`config.mk`:
```
export PLATFORM = sky130hd
export DESIGN_NAME = rctim_top
export DESIGN_NICKNAME = d
export VERILOG_FILES = /design/src/include/rctim_pkg.sv /design/src/hdl/rctim_top.sv
export SDC_FILE = /design/constraint.sdc
export NUM_CORES = 1
export LEC_CHECK = 0
export BUFFER_PORTS_ARGS = -buffer_cell sky130_fd_sc_hd__buf_2
export CAP_MARGIN = 20
export CORE_UTILIZATION = 30
export CTS_BUF_LIST = sky130_fd_sc_hd__clkbuf_8 sky130_fd_sc_hd__clkbuf_16
export DETAILED_ROUTE_END_ITERATION = 6
export MAX_ROUTING_LAYER = met4
export PLACE_DENSITY_LB_ADDON = 0.25
export SLEW_MARGIN = 20
export SYNTH_ARGS = -nofsm -noshare
export SYNTH_HDL_FRONTEND = slang
export SYNTH_SLANG_ARGS = --single-unit
```
`constraint.sdc`:
```
create_clock -name clock_i -period 3.5 [get_ports clock_i]
set_input_delay 1.05 -clock clock_i [delete_from_list [all_inputs] [get_ports clock_i]]
set_output_delay 1.05 -clock clock_i [all_outputs]
set_load 0.005 [all_outputs]
```
`src/include/rctim_pkg.sv`:
```
/*
  Package for the reload/capture timer set: register indexes, control
  bit positions, reset values, cycle counts and the carrier types.
  Assumes a 32-bit APB master and one 100 MHz system clock.
*/
package rctim_pkg;

  ////////////////////////////////////////////////////////////////////////////
  // Register indexes; byte address is four times the index
  localparam int unsigned ADDR_W      = 18;
  localparam logic [15:0] IDX_T4_LOW  = 16'h00ac;
  localparam logic [15:0] IDX_T4_HIGH = 16'h00ad;
  localparam logic [15:0] IDX_T3_LOW  = 16'h00ae;
  localparam logic [15:0] IDX_T3_HIGH = 16'h00af;
  localparam logic [15:0] IDX_T2_CTRL = 16'h00c8;
  localparam logic [15:0] IDX_T2_TIMER2_RELOAD_LOW = 16'h00ca;
  localparam logic [15:0] IDX_T2_TIMER2_RELOAD_HIGH = 16'h00cb;
  localparam logic [15:0] IDX_T2_LOW  = 16'h00cc;
  localparam logic [15:0] IDX_T2_HIGH = 16'h00cd;
  localparam logic [15:0] IDX_T34_CTL = 16'h00cf;
  localparam logic [15:0] IDX_T5_CTRL = 16'ha068;
  localparam logic [15:0] IDX_T5_LOW  = 16'ha069;
  localparam logic [15:0] IDX_T5_MID  = 16'ha06a;
  localparam logic [15:0] IDX_T5_TOP  = 16'ha06b;

  ////////////////////////////////////////////////////////////////////////////
  // Timer two control bits
  localparam int unsigned T2_OVF_FLAG  = 7;
  localparam int unsigned T2_EVT_FLAG  = 6;
  localparam int unsigned T2_RX_BAUD   = 5;
  localparam int unsigned T2_TX_BAUD   = 4;
  localparam int unsigned T2_EVT_EN    = 3;
  localparam int unsigned T2_RUN       = 2;
  localparam int unsigned T2_CNT_SEL   = 1;
  localparam int unsigned T2_CAP_SEL   = 0;
  // Timers three/four control bits; timer four sits four bits up
  localparam int unsigned T3_OVF_FLAG  = 3;
  localparam int unsigned T3_MODE      = 2;
  localparam int unsigned T3_RUN       = 1;
  localparam int unsigned T3_IRQ_EN    = 0;
  localparam int unsigned T4_OFS       = 4;
  // Timer five control bits
  localparam int unsigned T5_OVF_FLAG  = 7;
  localparam int unsigned T5_CLK_SEL_H = 6;
  localparam int unsigned T5_MODE      = 4;
  localparam int unsigned T5_RUN       = 3;
  localparam int unsigned T5_IRQ_EN    = 0;
  localparam logic [7:0]  T5_CTRL_MASK = 8'hf9;

  ////////////////////////////////////////////////////////////////////////////
  // Reset values and cycle counts
  localparam logic [7:0]  REG_RST      = 8'h00;
  localparam logic [2:0]  PIN_SYNC_RST = 3'h7;
  localparam logic [2:0]  OSC_SYNC_RST = 3'h0;
  localparam logic [3:0]  T2_DIV_STD   = 4'hc;
  localparam logic [3:0]  T2_DIV_BAUD  = 4'h2;

  ////////////////////////////////////////////////////////////////////////////
  typedef struct packed {
    logic              psel;
    logic              penable;
    logic              pwrite;
    logic [ADDR_W-1:0] paddr;
    logic [31:0]       pwdata;
  } rctim_apb_req_t;

  typedef struct packed {
    logic [31:0] prdata;
    logic        pready;
    logic        pslverr;
  } rctim_apb_rsp_t;

  typedef struct packed {
    logic [7:0]  t2_ctrl;
    logic [15:0] t2_cnt;
    logic [15:0] t2_rld;
    logic [3:0]  t2_pre;
    logic [2:0]  t2_pin;
    logic [7:0]  t34_ctrl;
    logic [15:0] t3_cnt;
    logic [15:0] t3_rld;
    logic [15:0] t4_cnt;
    logic [15:0] t4_rld;
    logic [7:0]  t5_ctrl;
    logic [23:0] t5_cnt;
    logic [23:0] t5_rld;
    logic [2:0]  fast_sync;
    logic [2:0]  slow_sync;
    logic        rx_tick;
    logic        tx_tick;
    logic [31:0] prdata;
    logic        pslverr;
  } rctim_state_t;

endpackage

```
`src/hdl/rctim_top.sv`:
```
/*
  Reload/capture timer set: timer two (reload, capture, baud clock),
  timers three and four (16-bit reload/free-run) and timer five
  (24-bit, oscillator ticked), all behind one APB slave.
  Assumes pins and oscillators are asynchronous and slower than half
  the system clock; the timer one overflow pulse is on clock_i.
*/
// How it works
// - Timer two free counts 16 bits; overflow sets flag outside baud mode and reloads, or clears to zero in capture mode
// - Auto-reload mode also reloads on event pin fall when enabled
// - Capture mode flags overflow and copies count on event pin fall
// - Baud select makes overflows the serial clock, forces reload
// - Receive/transmit selects pick timer two or timer one overflows
// - One pin serves as both count input and event input
// - Timers three and four: 16-bit, system clocked, reload or free-run
// - Timer three/four overflow sets a flag, kept until software clears
// - Mode bit one means reload, zero means free-run
// - Run bit advances counter, clear holds it
// - Interrupt enable gates the overflow request
// - Count writes go to reload or live count; reads live count
// - Timer five: 24-bit, reload or free-run, oscillator ticked
// - Timer five keeps counting in low power modes
// - Clock select 0x picks fast oscillator, 1x the 32 kHz one
// - Timer five overflow sets flag; with enable it requests irq
// - Timer five mode bit picks reload; run bit starts and stops
// - Timer five byte writes go to reload or live count
// - Timer mode steps every 12 clocks, or 2 in baud mode
// - Counter mode steps on each falling edge of the count pin
`timescale 1ns/1ns
module rctim_top
  import rctim_pkg::*;
(
  input  wire logic           clock_i,            // System clock
  input  wire logic           rst_i,              // Synchronous reset
  input  wire rctim_apb_req_t apb_i,              // APB request
  output rctim_apb_rsp_t      apb_o,              // APB response
  input  wire logic           timer2_count_pin_i, // Count and event pin
  input  wire logic           fast_internal_osc_i,// Fast oscillator
  input  wire logic           slow_32k_osc_i,     // 32 kHz oscillator
  input  wire logic           timer1_overflow_i,  // Timer one overflow pulse
  output logic                rx_baud_tick_o,     // Receiver bit clock
  output logic                tx_baud_tick_o,     // Transmitter bit clock
  output logic                timer2_irq_o,       // Timer two request
  output logic                timer3_irq_o,       // Timer three request
  output logic                timer4_irq_o,       // Timer four request
  output logic                timer5_irq_o        // Timer five request
);

  rctim_state_t s;
  rctim_state_t next_s;

  logic [15:0] idx;
  logic        hit;
  logic        wr;
  logic [7:0]  wb;
  logic [7:0]  rd_byte;
  logic        t2_baud;
  logic        t2_run;
  logic        t2_fall;
  logic        t2_pre_hit;
  logic        t2_tick;
  logic        t2_ovf;
  logic        t2_evt;
  logic        t3_ovf;
  logic        t4_ovf;
  logic        t5_edge;
  logic        t5_tick;
  logic        t5_ovf;

  ////////////////////////////////////////////////////////////////////////////
  // Address decode and read mux

  assign idx = apb_i.paddr[17:2];
  assign wb  = apb_i.pwdata[7:0];
  assign wr  = apb_i.psel && apb_i.penable && apb_i.pwrite && hit;

  always_comb begin
    hit     = (apb_i.paddr[1:0] == 2'h0);
    rd_byte = 8'h00;
    if (idx == IDX_T4_LOW) begin
      rd_byte = s.t4_cnt[7:0];
    end else if (idx == IDX_T4_HIGH) begin
      rd_byte = s.t4_cnt[15:8];
    end else if (idx == IDX_T3_LOW) begin
      rd_byte = s.t3_cnt[7:0];
    end else if (idx == IDX_T3_HIGH) begin
      rd_byte = s.t3_cnt[15:8];
    end else if (idx == IDX_T2_CTRL) begin
      rd_byte = s.t2_ctrl;
    end else if (idx == IDX_T2_TIMER2_RELOAD_LOW) begin
      rd_byte = s.t2_rld[7:0];
    end else if (idx == IDX_T2_TIMER2_RELOAD_HIGH) begin
      rd_byte = s.t2_rld[15:8];
    end else if (idx == IDX_T2_LOW) begin
      rd_byte = s.t2_cnt[7:0];
    end else if (idx == IDX_T2_HIGH) begin
      rd_byte = s.t2_cnt[15:8];
    end else if (idx == IDX_T34_CTL) begin
      rd_byte = s.t34_ctrl;
    end else if (idx == IDX_T5_CTRL) begin
      rd_byte = s.t5_ctrl;
    end else if (idx == IDX_T5_LOW) begin
      rd_byte = s.t5_cnt[7:0];
    end else if (idx == IDX_T5_MID) begin
      rd_byte = s.t5_cnt[15:8];
    end else if (idx == IDX_T5_TOP) begin
      rd_byte = s.t5_cnt[23:16];
    end else begin
      hit = 1'b0;
    end
  end

  ////////////////////////////////////////////////////////////////////////////
  // Event decode

  assign t2_baud    = s.t2_ctrl[T2_RX_BAUD] || s.t2_ctrl[T2_TX_BAUD];
  assign t2_run     = s.t2_ctrl[T2_RUN];
  // Shared pin feeds both count and event paths
  assign t2_fall    = s.t2_pin[2] && !s.t2_pin[1];
  assign t2_pre_hit = (s.t2_pre == ((t2_baud ? T2_DIV_BAUD : T2_DIV_STD) - 4'h1));
  assign t2_tick    = t2_run && (s.t2_ctrl[T2_CNT_SEL] ? t2_fall : t2_pre_hit);
  assign t2_ovf     = t2_tick && (s.t2_cnt == 16'hffff);
  assign t2_evt     = s.t2_ctrl[T2_EVT_EN] && t2_fall;
  assign t3_ovf     = s.t34_ctrl[T3_RUN] && (s.t3_cnt == 16'hffff);
  assign t4_ovf     = s.t34_ctrl[T3_RUN + T4_OFS] && (s.t4_cnt == 16'hffff);
  // No power mode input gates this path
  assign t5_edge    = s.t5_ctrl[T5_CLK_SEL_H] ? (s.slow_sync[1] && !s.slow_sync[2])
                                              : (s.fast_sync[1] && !s.fast_sync[2]);
  assign t5_tick    = s.t5_ctrl[T5_RUN] && t5_edge;
  assign t5_ovf     = t5_tick && (s.t5_cnt == 24'hffffff);

  ////////////////////////////////////////////////////////////////////////////
  // Next state

  always_comb begin
    next_s = s;

    // Read data captured in setup, so the access phase answers at once
    if (apb_i.psel && !apb_i.penable) begin
      next_s.prdata  = {24'h000000, rd_byte};
      next_s.pslverr = !hit;
    end

    // Synchronisers: first stage feeds only the second
    next_s.t2_pin    = {s.t2_pin[1:0], timer2_count_pin_i};
    next_s.fast_sync = {s.fast_sync[1:0], fast_internal_osc_i};
    next_s.slow_sync = {s.slow_sync[1:0], slow_32k_osc_i};

    // Timer two prescaler
    if (t2_run && !s.t2_ctrl[T2_CNT_SEL]) begin
      next_s.t2_pre = t2_pre_hit ? 4'h0 : s.t2_pre + 4'h1;
    end else begin
      next_s.t2_pre = 4'h0;
    end

    // Timer two count
    if (t2_ovf) begin
      if (t2_baud || !s.t2_ctrl[T2_CAP_SEL]) begin
        next_s.t2_cnt = s.t2_rld;
      end else begin
        next_s.t2_cnt = 16'h0000;
      end
    end else if (t2_tick) begin
      next_s.t2_cnt = s.t2_cnt + 16'h0001;
    end
    if (t2_run && !t2_baud && !s.t2_ctrl[T2_CAP_SEL] && t2_evt) begin
      next_s.t2_cnt = s.t2_rld;
    end
    if (wr && idx == IDX_T2_LOW) begin
      next_s.t2_cnt[7:0] = wb;
    end
    if (wr && idx == IDX_T2_HIGH) begin
      next_s.t2_cnt[15:8] = wb;
    end

    // Timer two reload bytes; a capture beats a same-cycle write
    if (wr && idx == IDX_T2_TIMER2_RELOAD_LOW) begin
      next_s.t2_rld[7:0] = wb;
    end
    if (wr && idx == IDX_T2_TIMER2_RELOAD_HIGH) begin
      next_s.t2_rld[15:8] = wb;
    end
    if (t2_run && !t2_baud && s.t2_ctrl[T2_CAP_SEL] && t2_evt) begin
      next_s.t2_rld = s.t2_cnt;
    end

    // Timer two control; hardware sets win over software clears
    if (wr && idx == IDX_T2_CTRL) begin
      next_s.t2_ctrl = wb;
    end
    if (t2_ovf && !t2_baud) begin
      next_s.t2_ctrl[T2_OVF_FLAG] = 1'b1;
    end
    if (t2_evt) begin
      next_s.t2_ctrl[T2_EVT_FLAG] = 1'b1;
    end

    // Serial bit clocks
    next_s.rx_tick = s.t2_ctrl[T2_RX_BAUD] ? t2_ovf : timer1_overflow_i;
    next_s.tx_tick = s.t2_ctrl[T2_TX_BAUD] ? t2_ovf : timer1_overflow_i;

    // Timers three and four count every system clock while running
    if (t3_ovf) begin
      next_s.t3_cnt = s.t34_ctrl[T3_MODE] ? s.t3_rld : 16'h0000;
    end else if (s.t34_ctrl[T3_RUN]) begin
      next_s.t3_cnt = s.t3_cnt + 16'h0001;
    end
    if (t4_ovf) begin
      next_s.t4_cnt = s.t34_ctrl[T3_MODE + T4_OFS] ? s.t4_rld : 16'h0000;
    end else if (s.t34_ctrl[T3_RUN + T4_OFS]) begin
      next_s.t4_cnt = s.t4_cnt + 16'h0001;
    end
    // Byte writes land in reload or live count by mode
    if (wr && idx == IDX_T3_LOW) begin
      if (s.t34_ctrl[T3_MODE]) begin
        next_s.t3_rld[7:0] = wb;
      end else begin
        next_s.t3_cnt[7:0] = wb;
      end
    end
    if (wr && idx == IDX_T3_HIGH) begin
      if (s.t34_ctrl[T3_MODE]) begin
        next_s.t3_rld[15:8] = wb;
      end else begin
        next_s.t3_cnt[15:8] = wb;
      end
    end
    if (wr && idx == IDX_T4_LOW) begin
      if (s.t34_ctrl[T3_MODE + T4_OFS]) begin
        next_s.t4_rld[7:0] = wb;
      end else begin
        next_s.t4_cnt[7:0] = wb;
      end
    end
    if (wr && idx == IDX_T4_HIGH) begin
      if (s.t34_ctrl[T3_MODE + T4_OFS]) begin
        next_s.t4_rld[15:8] = wb;
      end else begin
        next_s.t4_cnt[15:8] = wb;
      end
    end
    if (wr && idx == IDX_T34_CTL) begin
      next_s.t34_ctrl = wb;
    end
    if (t3_ovf) begin
      next_s.t34_ctrl[T3_OVF_FLAG] = 1'b1;
    end
    if (t4_ovf) begin
      next_s.t34_ctrl[T3_OVF_FLAG + T4_OFS] = 1'b1;
    end

    // Timer five
    if (t5_ovf) begin
      next_s.t5_cnt = s.t5_ctrl[T5_MODE] ? s.t5_rld : 24'h000000;
    end else if (t5_tick) begin
      next_s.t5_cnt = s.t5_cnt + 24'h000001;
    end
    if (wr && idx == IDX_T5_LOW) begin
      if (s.t5_ctrl[T5_MODE]) begin
        next_s.t5_rld[7:0] = wb;
      end else begin
        next_s.t5_cnt[7:0] = wb;
      end
    end
    if (wr && idx == IDX_T5_MID) begin
      if (s.t5_ctrl[T5_MODE]) begin
        next_s.t5_rld[15:8] = wb;
      end else begin
        next_s.t5_cnt[15:8] = wb;
      end
    end
    if (wr && idx == IDX_T5_TOP) begin
      if (s.t5_ctrl[T5_MODE]) begin
        next_s.t5_rld[23:16] = wb;
      end else begin
        next_s.t5_cnt[23:16] = wb;
      end
    end
    if (wr && idx == IDX_T5_CTRL) begin
      next_s.t5_ctrl = wb & T5_CTRL_MASK;
    end
    if (t5_ovf) begin
      next_s.t5_ctrl[T5_OVF_FLAG] = 1'b1;
    end
  end

  ////////////////////////////////////////////////////////////////////////////
  // State register

  always_ff @(posedge clock_i) begin
    if (rst_i) begin
      next_s_reset_block: begin
        s           <= '0;
        s.t2_ctrl   <= REG_RST;
        s.t34_ctrl  <= REG_RST;
        s.t5_ctrl   <= REG_RST;
        s.t2_pin    <= PIN_SYNC_RST;
        s.fast_sync <= OSC_SYNC_RST;
        s.slow_sync <= OSC_SYNC_RST;
      end
    end else begin
      s <= next_s;
    end
  end

  ////////////////////////////////////////////////////////////////////////////
  // Outputs

  assign apb_o.prdata  = s.prdata;
  assign apb_o.pready  = 1'b1;
  assign apb_o.pslverr = s.pslverr && apb_i.psel && apb_i.penable;
  assign rx_baud_tick_o = s.rx_tick;
  assign tx_baud_tick_o = s.tx_tick;
  assign timer2_irq_o  = s.t2_ctrl[T2_OVF_FLAG] || s.t2_ctrl[T2_EVT_FLAG];
  assign timer3_irq_o  = s.t34_ctrl[T3_OVF_FLAG] && s.t34_ctrl[T3_IRQ_EN];
  assign timer4_irq_o  = s.t34_ctrl[T3_OVF_FLAG + T4_OFS]
                         && s.t34_ctrl[T3_IRQ_EN + T4_OFS];
  assign timer5_irq_o  = s.t5_ctrl[T5_OVF_FLAG] && s.t5_ctrl[T5_IRQ_EN];

  ////////////////////////////////////////////////////////////////////////////
  // Assertions

  logic t2_quiet;
  logic t3_quiet;
  assign t2_quiet = t2_run && !s.t2_ctrl[T2_CNT_SEL] && !t2_baud && !wr;
  assign t3_quiet = !(wr && (idx == IDX_T3_LOW || idx == IDX_T3_HIGH));

  property p_t2_reload;
    @(posedge clock_i) disable iff (rst_i)
    (t2_ovf && !t2_baud && !s.t2_ctrl[T2_CAP_SEL] && !wr)
      |=> s.t2_ctrl[T2_OVF_FLAG] && (s.t2_cnt == $past(s.t2_rld));
  endproperty
  a_t2_reload: assert property (p_t2_reload) else $error("t2 reload failed");

  property p_t2_capture;
    @(posedge clock_i) disable iff (rst_i)
    (t2_run && !t2_baud && s.t2_ctrl[T2_CAP_SEL] && t2_evt) |=> s.t2_rld == $past(s.t2_cnt);
  endproperty
  a_t2_capture: assert property (p_t2_capture) else $error("t2 capture missed");

  property p_t2_baud;
    @(posedge clock_i) disable iff (rst_i)
    (t2_ovf && s.t2_ctrl[T2_RX_BAUD] && !s.t2_ctrl[T2_OVF_FLAG] && !wr)
      |=> rx_baud_tick_o && !s.t2_ctrl[T2_OVF_FLAG] && s.t2_cnt == $past(s.t2_rld);
  endproperty
  a_t2_baud: assert property (p_t2_baud) else $error("t2 baud overflow wrong");

  property p_t2_prescale;
    @(posedge clock_i) disable iff (rst_i)
    (t2_quiet && t2_tick) |=> ((!t2_quiet) || !t2_tick)[*8];
  endproperty
  a_t2_prescale: assert property (p_t2_prescale) else $error("t2 steps too fast");

  property p_t2_stop;
    @(posedge clock_i) disable iff (rst_i)
    (!t2_run && !wr) |=> $stable(s.t2_cnt) && !$rose(s.t2_ctrl[T2_OVF_FLAG]);
  endproperty
  a_t2_stop: assert property (p_t2_stop) else $error("stopped t2 moved");

  property p_t2_event;
    @(posedge clock_i) disable iff (rst_i)
    t2_evt |=> s.t2_ctrl[T2_EVT_FLAG] && timer2_irq_o;
  endproperty
  a_t2_event: assert property (p_t2_event) else $error("event flag lost");

  property p_t3_wrap;
    @(posedge clock_i) disable iff (rst_i)
    (t3_ovf && t3_quiet)
      |=> s.t34_ctrl[T3_OVF_FLAG]
          && (s.t3_cnt == ($past(s.t34_ctrl[T3_MODE]) ? $past(s.t3_rld) : 16'h0000));
  endproperty
  a_t3_wrap: assert property (p_t3_wrap) else $error("t3 wrap wrong");

  property p_t3_hold;
    @(posedge clock_i) disable iff (rst_i)
    (!s.t34_ctrl[T3_RUN] && t3_quiet) |=> $stable(s.t3_cnt);
  endproperty
  a_t3_hold: assert property (p_t3_hold) else $error("stopped t3 moved");

  property p_t4_step;
    @(posedge clock_i) disable iff (rst_i)
    (s.t34_ctrl[T3_RUN + T4_OFS] && !t4_ovf && !wr) |=> s.t4_cnt == $past(s.t4_cnt) + 16'h0001;
  endproperty
  a_t4_step: assert property (p_t4_step) else $error("t4 did not step");

  property p_t5_flag;
    @(posedge clock_i) disable iff (rst_i)
    (t5_ovf && s.t5_ctrl[T5_IRQ_EN] && !wr) |=> timer5_irq_o && s.t5_ctrl[T5_OVF_FLAG];
  endproperty
  a_t5_flag: assert property (p_t5_flag) else $error("t5 request missing");

  c_t2_reload:  cover property (@(posedge clock_i) disable iff (rst_i)
                               t2_ovf && !t2_baud && !s.t2_ctrl[T2_CAP_SEL]);
  c_t2_capture: cover property (@(posedge clock_i) disable iff (rst_i)
                               t2_evt && s.t2_ctrl[T2_CAP_SEL] && t2_run);
  c_t3_reload:  cover property (@(posedge clock_i) disable iff (rst_i)
                               t3_ovf && s.t34_ctrl[T3_MODE]);
  c_t5_ovf:     cover property (@(posedge clock_i) disable iff (rst_i) t5_ovf);

endmodule

```
Word-level counts from Yosys, hierarchy flattened. Cells that the tools add are included.

Bitwise logic cells: 1. Multiplexer cells: 73. Eq/ne operators: 19. $add $sub $neg: 6. Reduce and logical (&&, ||, !) cells: 69.

Operators by type and width (number): two-way mux 8 bit (35); two-way mux 16 bit (11); == test 16 x 8 -> 1 bit (second input constant) (10); == test 16 bit (second input constant) (7); two-way mux 24 bit (3); adder 16 x 1 -> 16 bit (second input constant) (3); logical AND 1 bit (40); adder 24 x 1 -> 24 bit (second input constant) (1); == test 24 bit (second input constant) (1); two-way mux 1 bit (23); AND reduction 2 bit (7); nonzero test 2 bit (7); logical NOT 1 bit (8); nonzero test 4 bit (2); adder 4 x 1 -> 4 bit (second input constant) (1); == test 4 bit (1); two-way mux 4 bit (1); subtractor 4 x 1 -> 4 bit (second input constant) (1); logical OR 1 bit (3); OR reduction 3 bit (1); logical NOT 2 bit (1); inverter 1 bit (1).

Bits of input ports: 59. Bits in registers: 190.

Longest topological paths before layout. Gate-level depths: netlist of the first run.

Depth after elaboration: 19. Gate-level depth with buffers: 10. Gate-level depth less buffers: 8.

Worst setup path after synthesis of the first run. Ideal clock, no wire load.

Path type: input-to-reg. Start point: in apb_i[38] (netlist name). End point: reg s[113] (netlist name). Stages on the path: 8. Setup time: 0.124 ns. Path slack: 0.594 ns. Data required time: 3.376 ns. Arrival: 2.782 ns. Cell sequence: and4bb_1 -> buf_2 -> o2111ai_1 -> a311o_1 -> or4_1 -> buf_2 -> nand2b_4 -> o22ai_1.

Word-level cells in the longest chain between the ends: 18.

RTL lines: from (decl) (line rctim_top.sv:35) `input wire rctim_apb_req_t apb_i,`; == test 16 bit (line rctim_top.sv:106) `end else if (idx == IDX_T5_TOP) begin`; two-way mux 1 bit (line rctim_top.sv:106); two-way mux 1 bit (line rctim_top.sv:104) `end else if (idx == IDX_T5_MID) begin`; two-way mux 1 bit (line rctim_top.sv:102) `end else if (idx == IDX_T5_LOW) begin`; two-way mux 1 bit (line rctim_top.sv:100) `end else if (idx == IDX_T5_CTRL) begin`; two-way mux 1 bit (line rctim_top.sv:98) `end else if (idx == IDX_T34_CTL) begin`; two-way mux 1 bit (line rctim_top.sv:96) `end else if (idx == IDX_T2_HIGH) begin`; two-way mux 1 bit (line rctim_top.sv:94) `end else if (idx == IDX_T2_LOW) begin`; [2 not listed]; two-way mux 1 bit (line rctim_top.sv:88) `end else if (idx == IDX_T2_CTRL) begin`; two-way mux 1 bit (line rctim_top.sv:86) `end else if (idx == IDX_T3_HIGH) begin`; two-way mux 1 bit (line rctim_top.sv:84) `end else if (idx == IDX_T3_LOW) begin`; two-way mux 1 bit (line rctim_top.sv:82) `end else if (idx == IDX_T4_HIGH) begin`; two-way mux 1 bit (line rctim_top.sv:80) `if (idx == IDX_T4_LOW) begin`; logical AND 1 bit (line rctim_top.sv:75) `assign wr = apb_i.psel && apb_i.penable && apb_i.pwrite && hit;`; logical AND 1 bit * (line rctim_top.sv:228) `if (wr && idx == IDX_T4_LOW) begin`; two-way mux 8 bit * (line rctim_top.sv:228); to (signal assigned) (line rctim_top.sv:302) `s <= next_s;`; to (decl) (line rctim_top.sv:49) `rctim_state_t s;`.

Mark *: on every way between the ends. The rest lies on a longest branch, timed or not. A chain may end at the register's enable or synchronous reset.

Worst setup path after layout of the first run.
Start point: in apb_i[38] (netlist name). End point: reg s[180] (netlist name).

Word-level cells in the longest chain between the ends: 18.

RTL lines: == test 16 bit (line rctim_top.sv:106); two-way mux 1 bit (line rctim_top.sv:106); two-way mux 1 bit (line rctim_top.sv:104); two-way mux 1 bit (line rctim_top.sv:102); two-way mux 1 bit (line rctim_top.sv:100); two-way mux 1 bit (line rctim_top.sv:98); two-way mux 1 bit (line rctim_top.sv:96); two-way mux 1 bit (line rctim_top.sv:94); [2 not listed]; two-way mux 1 bit (line rctim_top.sv:88); two-way mux 1 bit (line rctim_top.sv:86); two-way mux 1 bit (line rctim_top.sv:84); two-way mux 1 bit (line rctim_top.sv:82); two-way mux 1 bit (line rctim_top.sv:80); logical AND 1 bit (line rctim_top.sv:75); logical AND 1 bit * (line rctim_top.sv:177) `if (wr && idx == IDX_T2_TIMER2_RELOAD_LOW) begin`; nonzero test 2 bit (no line) *.

Marks and branches as above.

==> results of run 1 <==
-- layout make-up --
type / instances / share of cell area
multi-input combinational: 1080 / 0.525
sequential: 190 / 0.312
timing repair buffer: 114 / 0.0628
tap: 461 / 0.0473
clock buffer: 21 / 0.0394
clock inverter: 9 / 0.00904
inverter: 13 / 0.00401
-- flip-flops by register name (all words and copies together) (netlist names) --
name,flops
tx_baud_tick_o,1
rx_baud_tick_o,1
s,174
apb_o,8
next_s,6
-- cell usage in the layout (no fill, tap or decap), types with 25 or more instances in the layout --
master,count
a211oi_1,45
a21oi_1,133
buf_2,48
buf_4,63
conb_1,25
dfxtp_1,190
mux2i_1,39
nand2_1,219
nand3_1,65
nor2_1,135
nor3_1,54
o21ai_0,39
xnor2_1,33
-- stage by stage --
stage / area (um^2) / util / setup slack, ns / total power (W) / instances
after floorplan: 10900 / - / 0.594 / 0.00240 / 1419
after global placement: 11600 / 0.326 / 0.0310 / 0.00250 / 1858
after detailed placement: 11600 / 0.326 / 0.147 / 0.00250 / 1858
after CTS: 12200 / 0.342 / 0.618 / 0.00452 / 1888
after global routing: 12200 / 0.342 / 0.360 / 0.00463 / 1888
final: 12200 / 0.342 / 0.558 / 0.00448 / 1888
-- critical path, delay by kind of cell --
kind | cells | cell delay, ns
multiplexers | 1 | 0.19
AND/OR/NAND/NOR | 5 | 1.50
AO/OA/AOI/OAI | 1 | 0.27
buffers and inverters | 2 | 0.30
-- cells by family (layout without fill, tap and decap cells) --
| family | after synthesis | count (layout) | share of synthesized area |
|---|---|---|---|
| other | 2 | 25 | 0.000692 |
| muxes | 53 | 53 | 0.0578 |
| AOI/OAI and AO/OA | 323 | 323 | 0.193 |
| and+or+nand+nor | 620 | 620 | 0.280 |
| adders and majority gates | 5 | 5 | 0.00577 |
| buffers and inverters | 149 | 157 | 0.0677 |
| DFF | 190 | 190 | 0.351 |
| xor gates and xnor gates | 54 | 54 | 0.0436 |
-- cells in the mapped netlist, drive strengths merged, types with 7 or more instances --
cell type,n
a211oi,45
a21o,7
a21oi,133
a221oi,9
a311oi,14
a31oi,12
and2,8
and3,21
and4,9
buf,66
clkbuf,70
dfxtp,190
inv,13
mux2,7
mux2i,39
mux4,7
nand2,222
nand2b,15
nand3,65
nand4,21
nor2,138
nor2b,15
nor3,56
nor4,14
o21ai,40
o22ai,8
or2,7
or3,7
xnor2,33
xor2,21
-- final timing paths --
check | startpoint | end | slack, ns | cells past startpoint
setup / recovery | apb_i[38] | s[180] | 0.56 | 9
hold / removal | next_s[170] | next_s[171] | 0.42 | 1
setup reg to reg | s[212] | s[192] | 0.86 | 7
hold reg to reg | next_s[170] | next_s[171] | 0.42 | 1
-- power by group --
part | total (W) | internal (W) | leakage, nW | switching, W
combinational | 0.000267 | 0.0000787 | 2.48 | 0.000188
sequential | 0.00219 | 0.00217 | 1.53 | 0.0000143
clock | 0.00203 | 0.00112 | 0.283 | 0.000906
-- metal layers --
| layer | track usage | up-vias | part of all wire |
|---|---|---|---|
| met5 | - | - | 0 |
| met4 | 0.0612 | 0 | 0.022 |
| met3 | 0.0429 | 57 | 0.060 |
| met2 | 0.326 | 399 | 0.45 |
| met1 | 0.285 | 5061 | 0.47 |
| li1 | - | 4977 | - |
==> flow_summary.ini, run 1 <==
[outcome]
status = finished, final reports clean

[drt]
drt_first_pass_iters = 5
drt-wirelength-per-cell_um = 20.2
ant_nets = 0
drt_iter0_drc = 945
vias = 10500
totalWireLength_mm = 38.2
vias_per_cell = 5.56
route.detailed.drc = 0

[synthesis]
yosysSeqAreaShare = 0.351
synthArstFlopShare = 0
ys_top_cells_by_area = dfxtp_1 35%, nand2_1 7.6%, a21oi_1 6.1%
synth-edff-count = 0
synth_flop_cell = dfxtp_1
ys_types = 80
yosysWarnings = 0
syn_area_um2 = 10800
synth.largest_area_cell = dfxtp_1
synthCells = 1396
postSynthAreaPerCell_um2 = 7.77
synth_seq_cells = 190
yosysTopAreaCellShare = 0.351

[critical_path]
startpoint_type = primary input
cp-end-kind = flip-flop
cp_max_fo = 8
critical_path_required_ns = 3.86
cp_cell_sequence = buf_2, and4bb_1, buf_4, nand3_1, nand2b_1, nor2_1, nand2_2, mux2i_1, a211oi_1
critical_path_class = in -> reg
max_stage_delay_ns = 0.35
crit_slowest_cell = and4bb_1
cp.arrival_ns = 3.30

[timing]
setup_viol = 0
slew_violations = 0
rsz0062_at_grt = false
hold_viol_final = 0
finalCriticalPeriod_ns = 2.94
fin_crit_sh = 0.840
fmax_mhz = 340
maxSlewHeadroom = 0.321
fin_setup_tns_ns = 0
worst_slew_pin_slew_ns = 1.02
fin_worst_skew_ns = 0.0131
holdWs_ns = 0.420

[cts]
post_cts_resized = 0
clockBufferDepth = 2
cts_tree = yes
cts_buffers = 17
cts_setup_buffers = 0
path_clk_slew_ns = 0.07
clock_latency_ns = 0.45
htree_levels = 4
cts.sinks = 190
cts_hold_buf = 0
cts_root_buf = clkbuf_16

[power_and_ir_drop]
vdd_ir_drop_max_v = 0.000297
cellPowerDensity_nw_per_um2 = 368
p_leak_nw = 4.29

[global_routing]
grt-ovfl-total = 0
grt_antenna_before_repair = 0
grt_pass1_vias = 9629
grt_pass1_wl_mm = 58.1
grt_max_degree = 39
grt_usage = 0.214

[cells_and_area]
n_fill_cell = 3736
diodes = 0
multi_input_area_um2 = 6400
drive_gt1_frac = 0.132
regArea_um2 = 3800
nets = 1480
area_growth_pct = 12.3

[flow_run]
drv_cap = 0

[place]
place_congestion = 0.944
place_hpwl_mm = 27.0
portBuffers = 49

[min_path]
hp-class = reg -> reg

[floorplan]
io_pins = 99
die_w_um = 192
die_area_um2 = 36900
start_util = 0.305
coreArea_um2 = 35600
die_h_um = 192
num_rows = 69
Power figures use the tool's default switching activity.
==> inputs of run 2 (changes only) <==
clock period = 2.9 ns   (was 3.5 ns; I/O delays follow)
==> run 2 against run 1 <==
Net effect: first-iteration DRC count up 12%; via count up 1.4%; clock skew down 0.0015 ns; setup slack worse by 0.32 ns; power up 22%; die area unchanged; sequential share of layout area down 1.1 points; critical path depth up 1; final cell count up 3.1%; highest routed layer unchanged; combinational power up 29%.
==> flow_summary.ini, run 2 (synthesized netlist as in run 1, its figures left out) <==
[global_routing]
grt_max_degree = 64
grt_usage = 0.219
grt-ovfl-total = 0
grt_pass1_wl_mm = 59.5
grt_antenna_before_repair = 0
grt_pass1_vias = 9818

[critical_path]
worst_path_most_repeated_cell = buf_4
crit_slowest_cell = a2111oi_0
cp.arrival_ns = 3.01
critical_path_required_ns = 3.25
cp_cell_sequence = buf_2, and4bb_1, buf_4, nand3_1, nand2b_1, nor2_1, a2111oi_0, buf_4, o21ai_0, a21o_1
cp_max_fo = 7
critical_path_class = in -> reg
cp-end-kind = flip-flop
cp_num_buf_inv = 3
crit_family = simple AND/OR/NAND/NOR gates
startpoint_type = primary input
max_stage_delay_ns = 0.53

[floorplan]
die_w_um = 192
start_util = 0.305
num_rows = 69
coreArea_um2 = 35600
io_pins = 99
die_h_um = 192
die_area_um2 = 36900

[place]
placed_area_um2 = 12000
place_hpwl_mm = 28.2
place_congestion = 0.984
portBuffers = 49

[cells_and_area]
diodes = 0
nets = 1537
largest-register = s
regArea_um2 = 3800
largest_reg_flops = 174
n_fill_cell = 3741
drive_gt1_frac = 0.165
finish.utilization = 0.355
finalInstanceArea_um2 = 12600
most-common-layout-cells = 220 x nand2_1, 190 x dfxtp_1, 135 x nor2_1
area_growth_pct = 16.4
multi_input_area_um2 = 6390
mostFrequentLayoutCell = nand2_1

[power_and_ir_drop]
p_sw_frac = 0.262
switchingPower_w = 0.00143
vdd_ir_drop_max_v = 0.000373
seqPwrFrac = 0.483
cellPowerDensity_nw_per_um2 = 433
pwr-share-comb = 0.063
p_leak_nw = 4.58
internal_power_w = 0.00404
clockPowerShare = 0.455

[cts]
post_cts_resized = 0
cts_hold_buf = 0
cts_root_buf = clkbuf_16
cts_buffers = 17
path_clk_slew_ns = 0.08
htree_levels = 4
cts.sinks = 190
cts_setup_buffers = 0
cts_tree = yes
clockBufferDepth = 2
clock_latency_ns = 0.45

[drt]
totalWireLength_mm = 38.8
drt_iter0_drc = 1059
vias = 10600
vias_per_cell = 5.47
drt-wirelength-per-cell_um = 19.9
ant_nets = 0
drt_first_pass_iters = 7
route.detailed.drc = 0

[timing]
fin_crit_sh = 0.917
fmax_mhz = 376
hold_viol_final = 0
fin_worst_skew_ns = 0.0115
slew_violations = 0
maxSlewHeadroom = 0.286
worst_slew_pin_slew_ns = 1.07
finalCriticalPeriod_ns = 2.66
setup_viol = 0
rsz0062_at_grt = false

[min_path]
hp-class = reg -> reg

[outcome]
status = finished, final reports clean

[flow_run]
drv_cap = 0
run 2: final timing paths:
check | slack, ns | depth (start not counted) | start | endpoint
max | 0.24 | 10 | apb_i[38] | apb_o[7]
min | 0.42 | 1 | next_s[170] | next_s[171]
max reg2reg | 0.27 | 7 | s[69] | s[70]
min reg2reg | 0.42 | 1 | next_s[170] | next_s[171]
run 2: layout make-up:
type | count | area share
Multi-Input combinational cell | 1080 | 0.507
Clock buffer | 17 | 0.0337
Inverter | 13 | 0.00387
Sequential cell | 190 | 0.301
Tap cell | 461 | 0.0457
Timing Repair Buffer | 171 | 0.0954
Clock inverter | 14 | 0.0135
run 2: worst register-to-register path, cell delays in order (launching register included):
cell	delay (ns)
dfxtp_1	0.49
nand4_1	0.30
a2111oi_2	0.45
and4_1	0.33
nand2_1	0.17
nor2_4	0.39
a211oi_1	0.14
a211oi_1	0.27
run 2: power groups by stage:
stage          clock network [W]  registers [W]  logic, W
3_3_place_gp                   0        0.00270  0.000339
2_1_floorplan                  0        0.00269  0.000202
3_5_place_dp                   0        0.00270  0.000340
5_1_grt                  0.00263        0.00264  0.000369
4_1_cts                  0.00252        0.00264  0.000341
6_report                 0.00248        0.00264  0.000344
run 2: through the flow:
| stage | instances | worst slack [ns] | setup TNS, ns | hold slack, ns | power, W |
|---|---|---|---|---|---|
| 6_report | 1946 | 0.241 | 0 | 0.419 | 0.00547 |
| 5_1_grt | 1946 | 0.0730 | 0 | 0.433 | 0.00564 |
| 4_1_cts | 1946 | 0.253 | 0 | 0.424 | 0.00550 |
| 3_5_place_dp | 1915 | -0.159 | -3.45 | 0.400 | 0.00304 |
| 3_3_place_gp | 1915 | -0.138 | -1.90 | 0.401 | 0.00304 |
| 2_1_floorplan | 1419 | 0.174 | 0 | 0.389 | 0.00289 |
run 2: per-layer routing:
| metal | track usage | part of all wire | vias up |
|---|---|---|---|
| li1 | - | - | 5085 |
| met1 | 0.294 | 0.46 | 5111 |
| met2 | 0.337 | 0.46 | 389 |
| met3 | 0.0364 | 0.062 | 57 |
| met4 | 0.0639 | 0.023 | 0 |
| met5 | - | 0 | - |
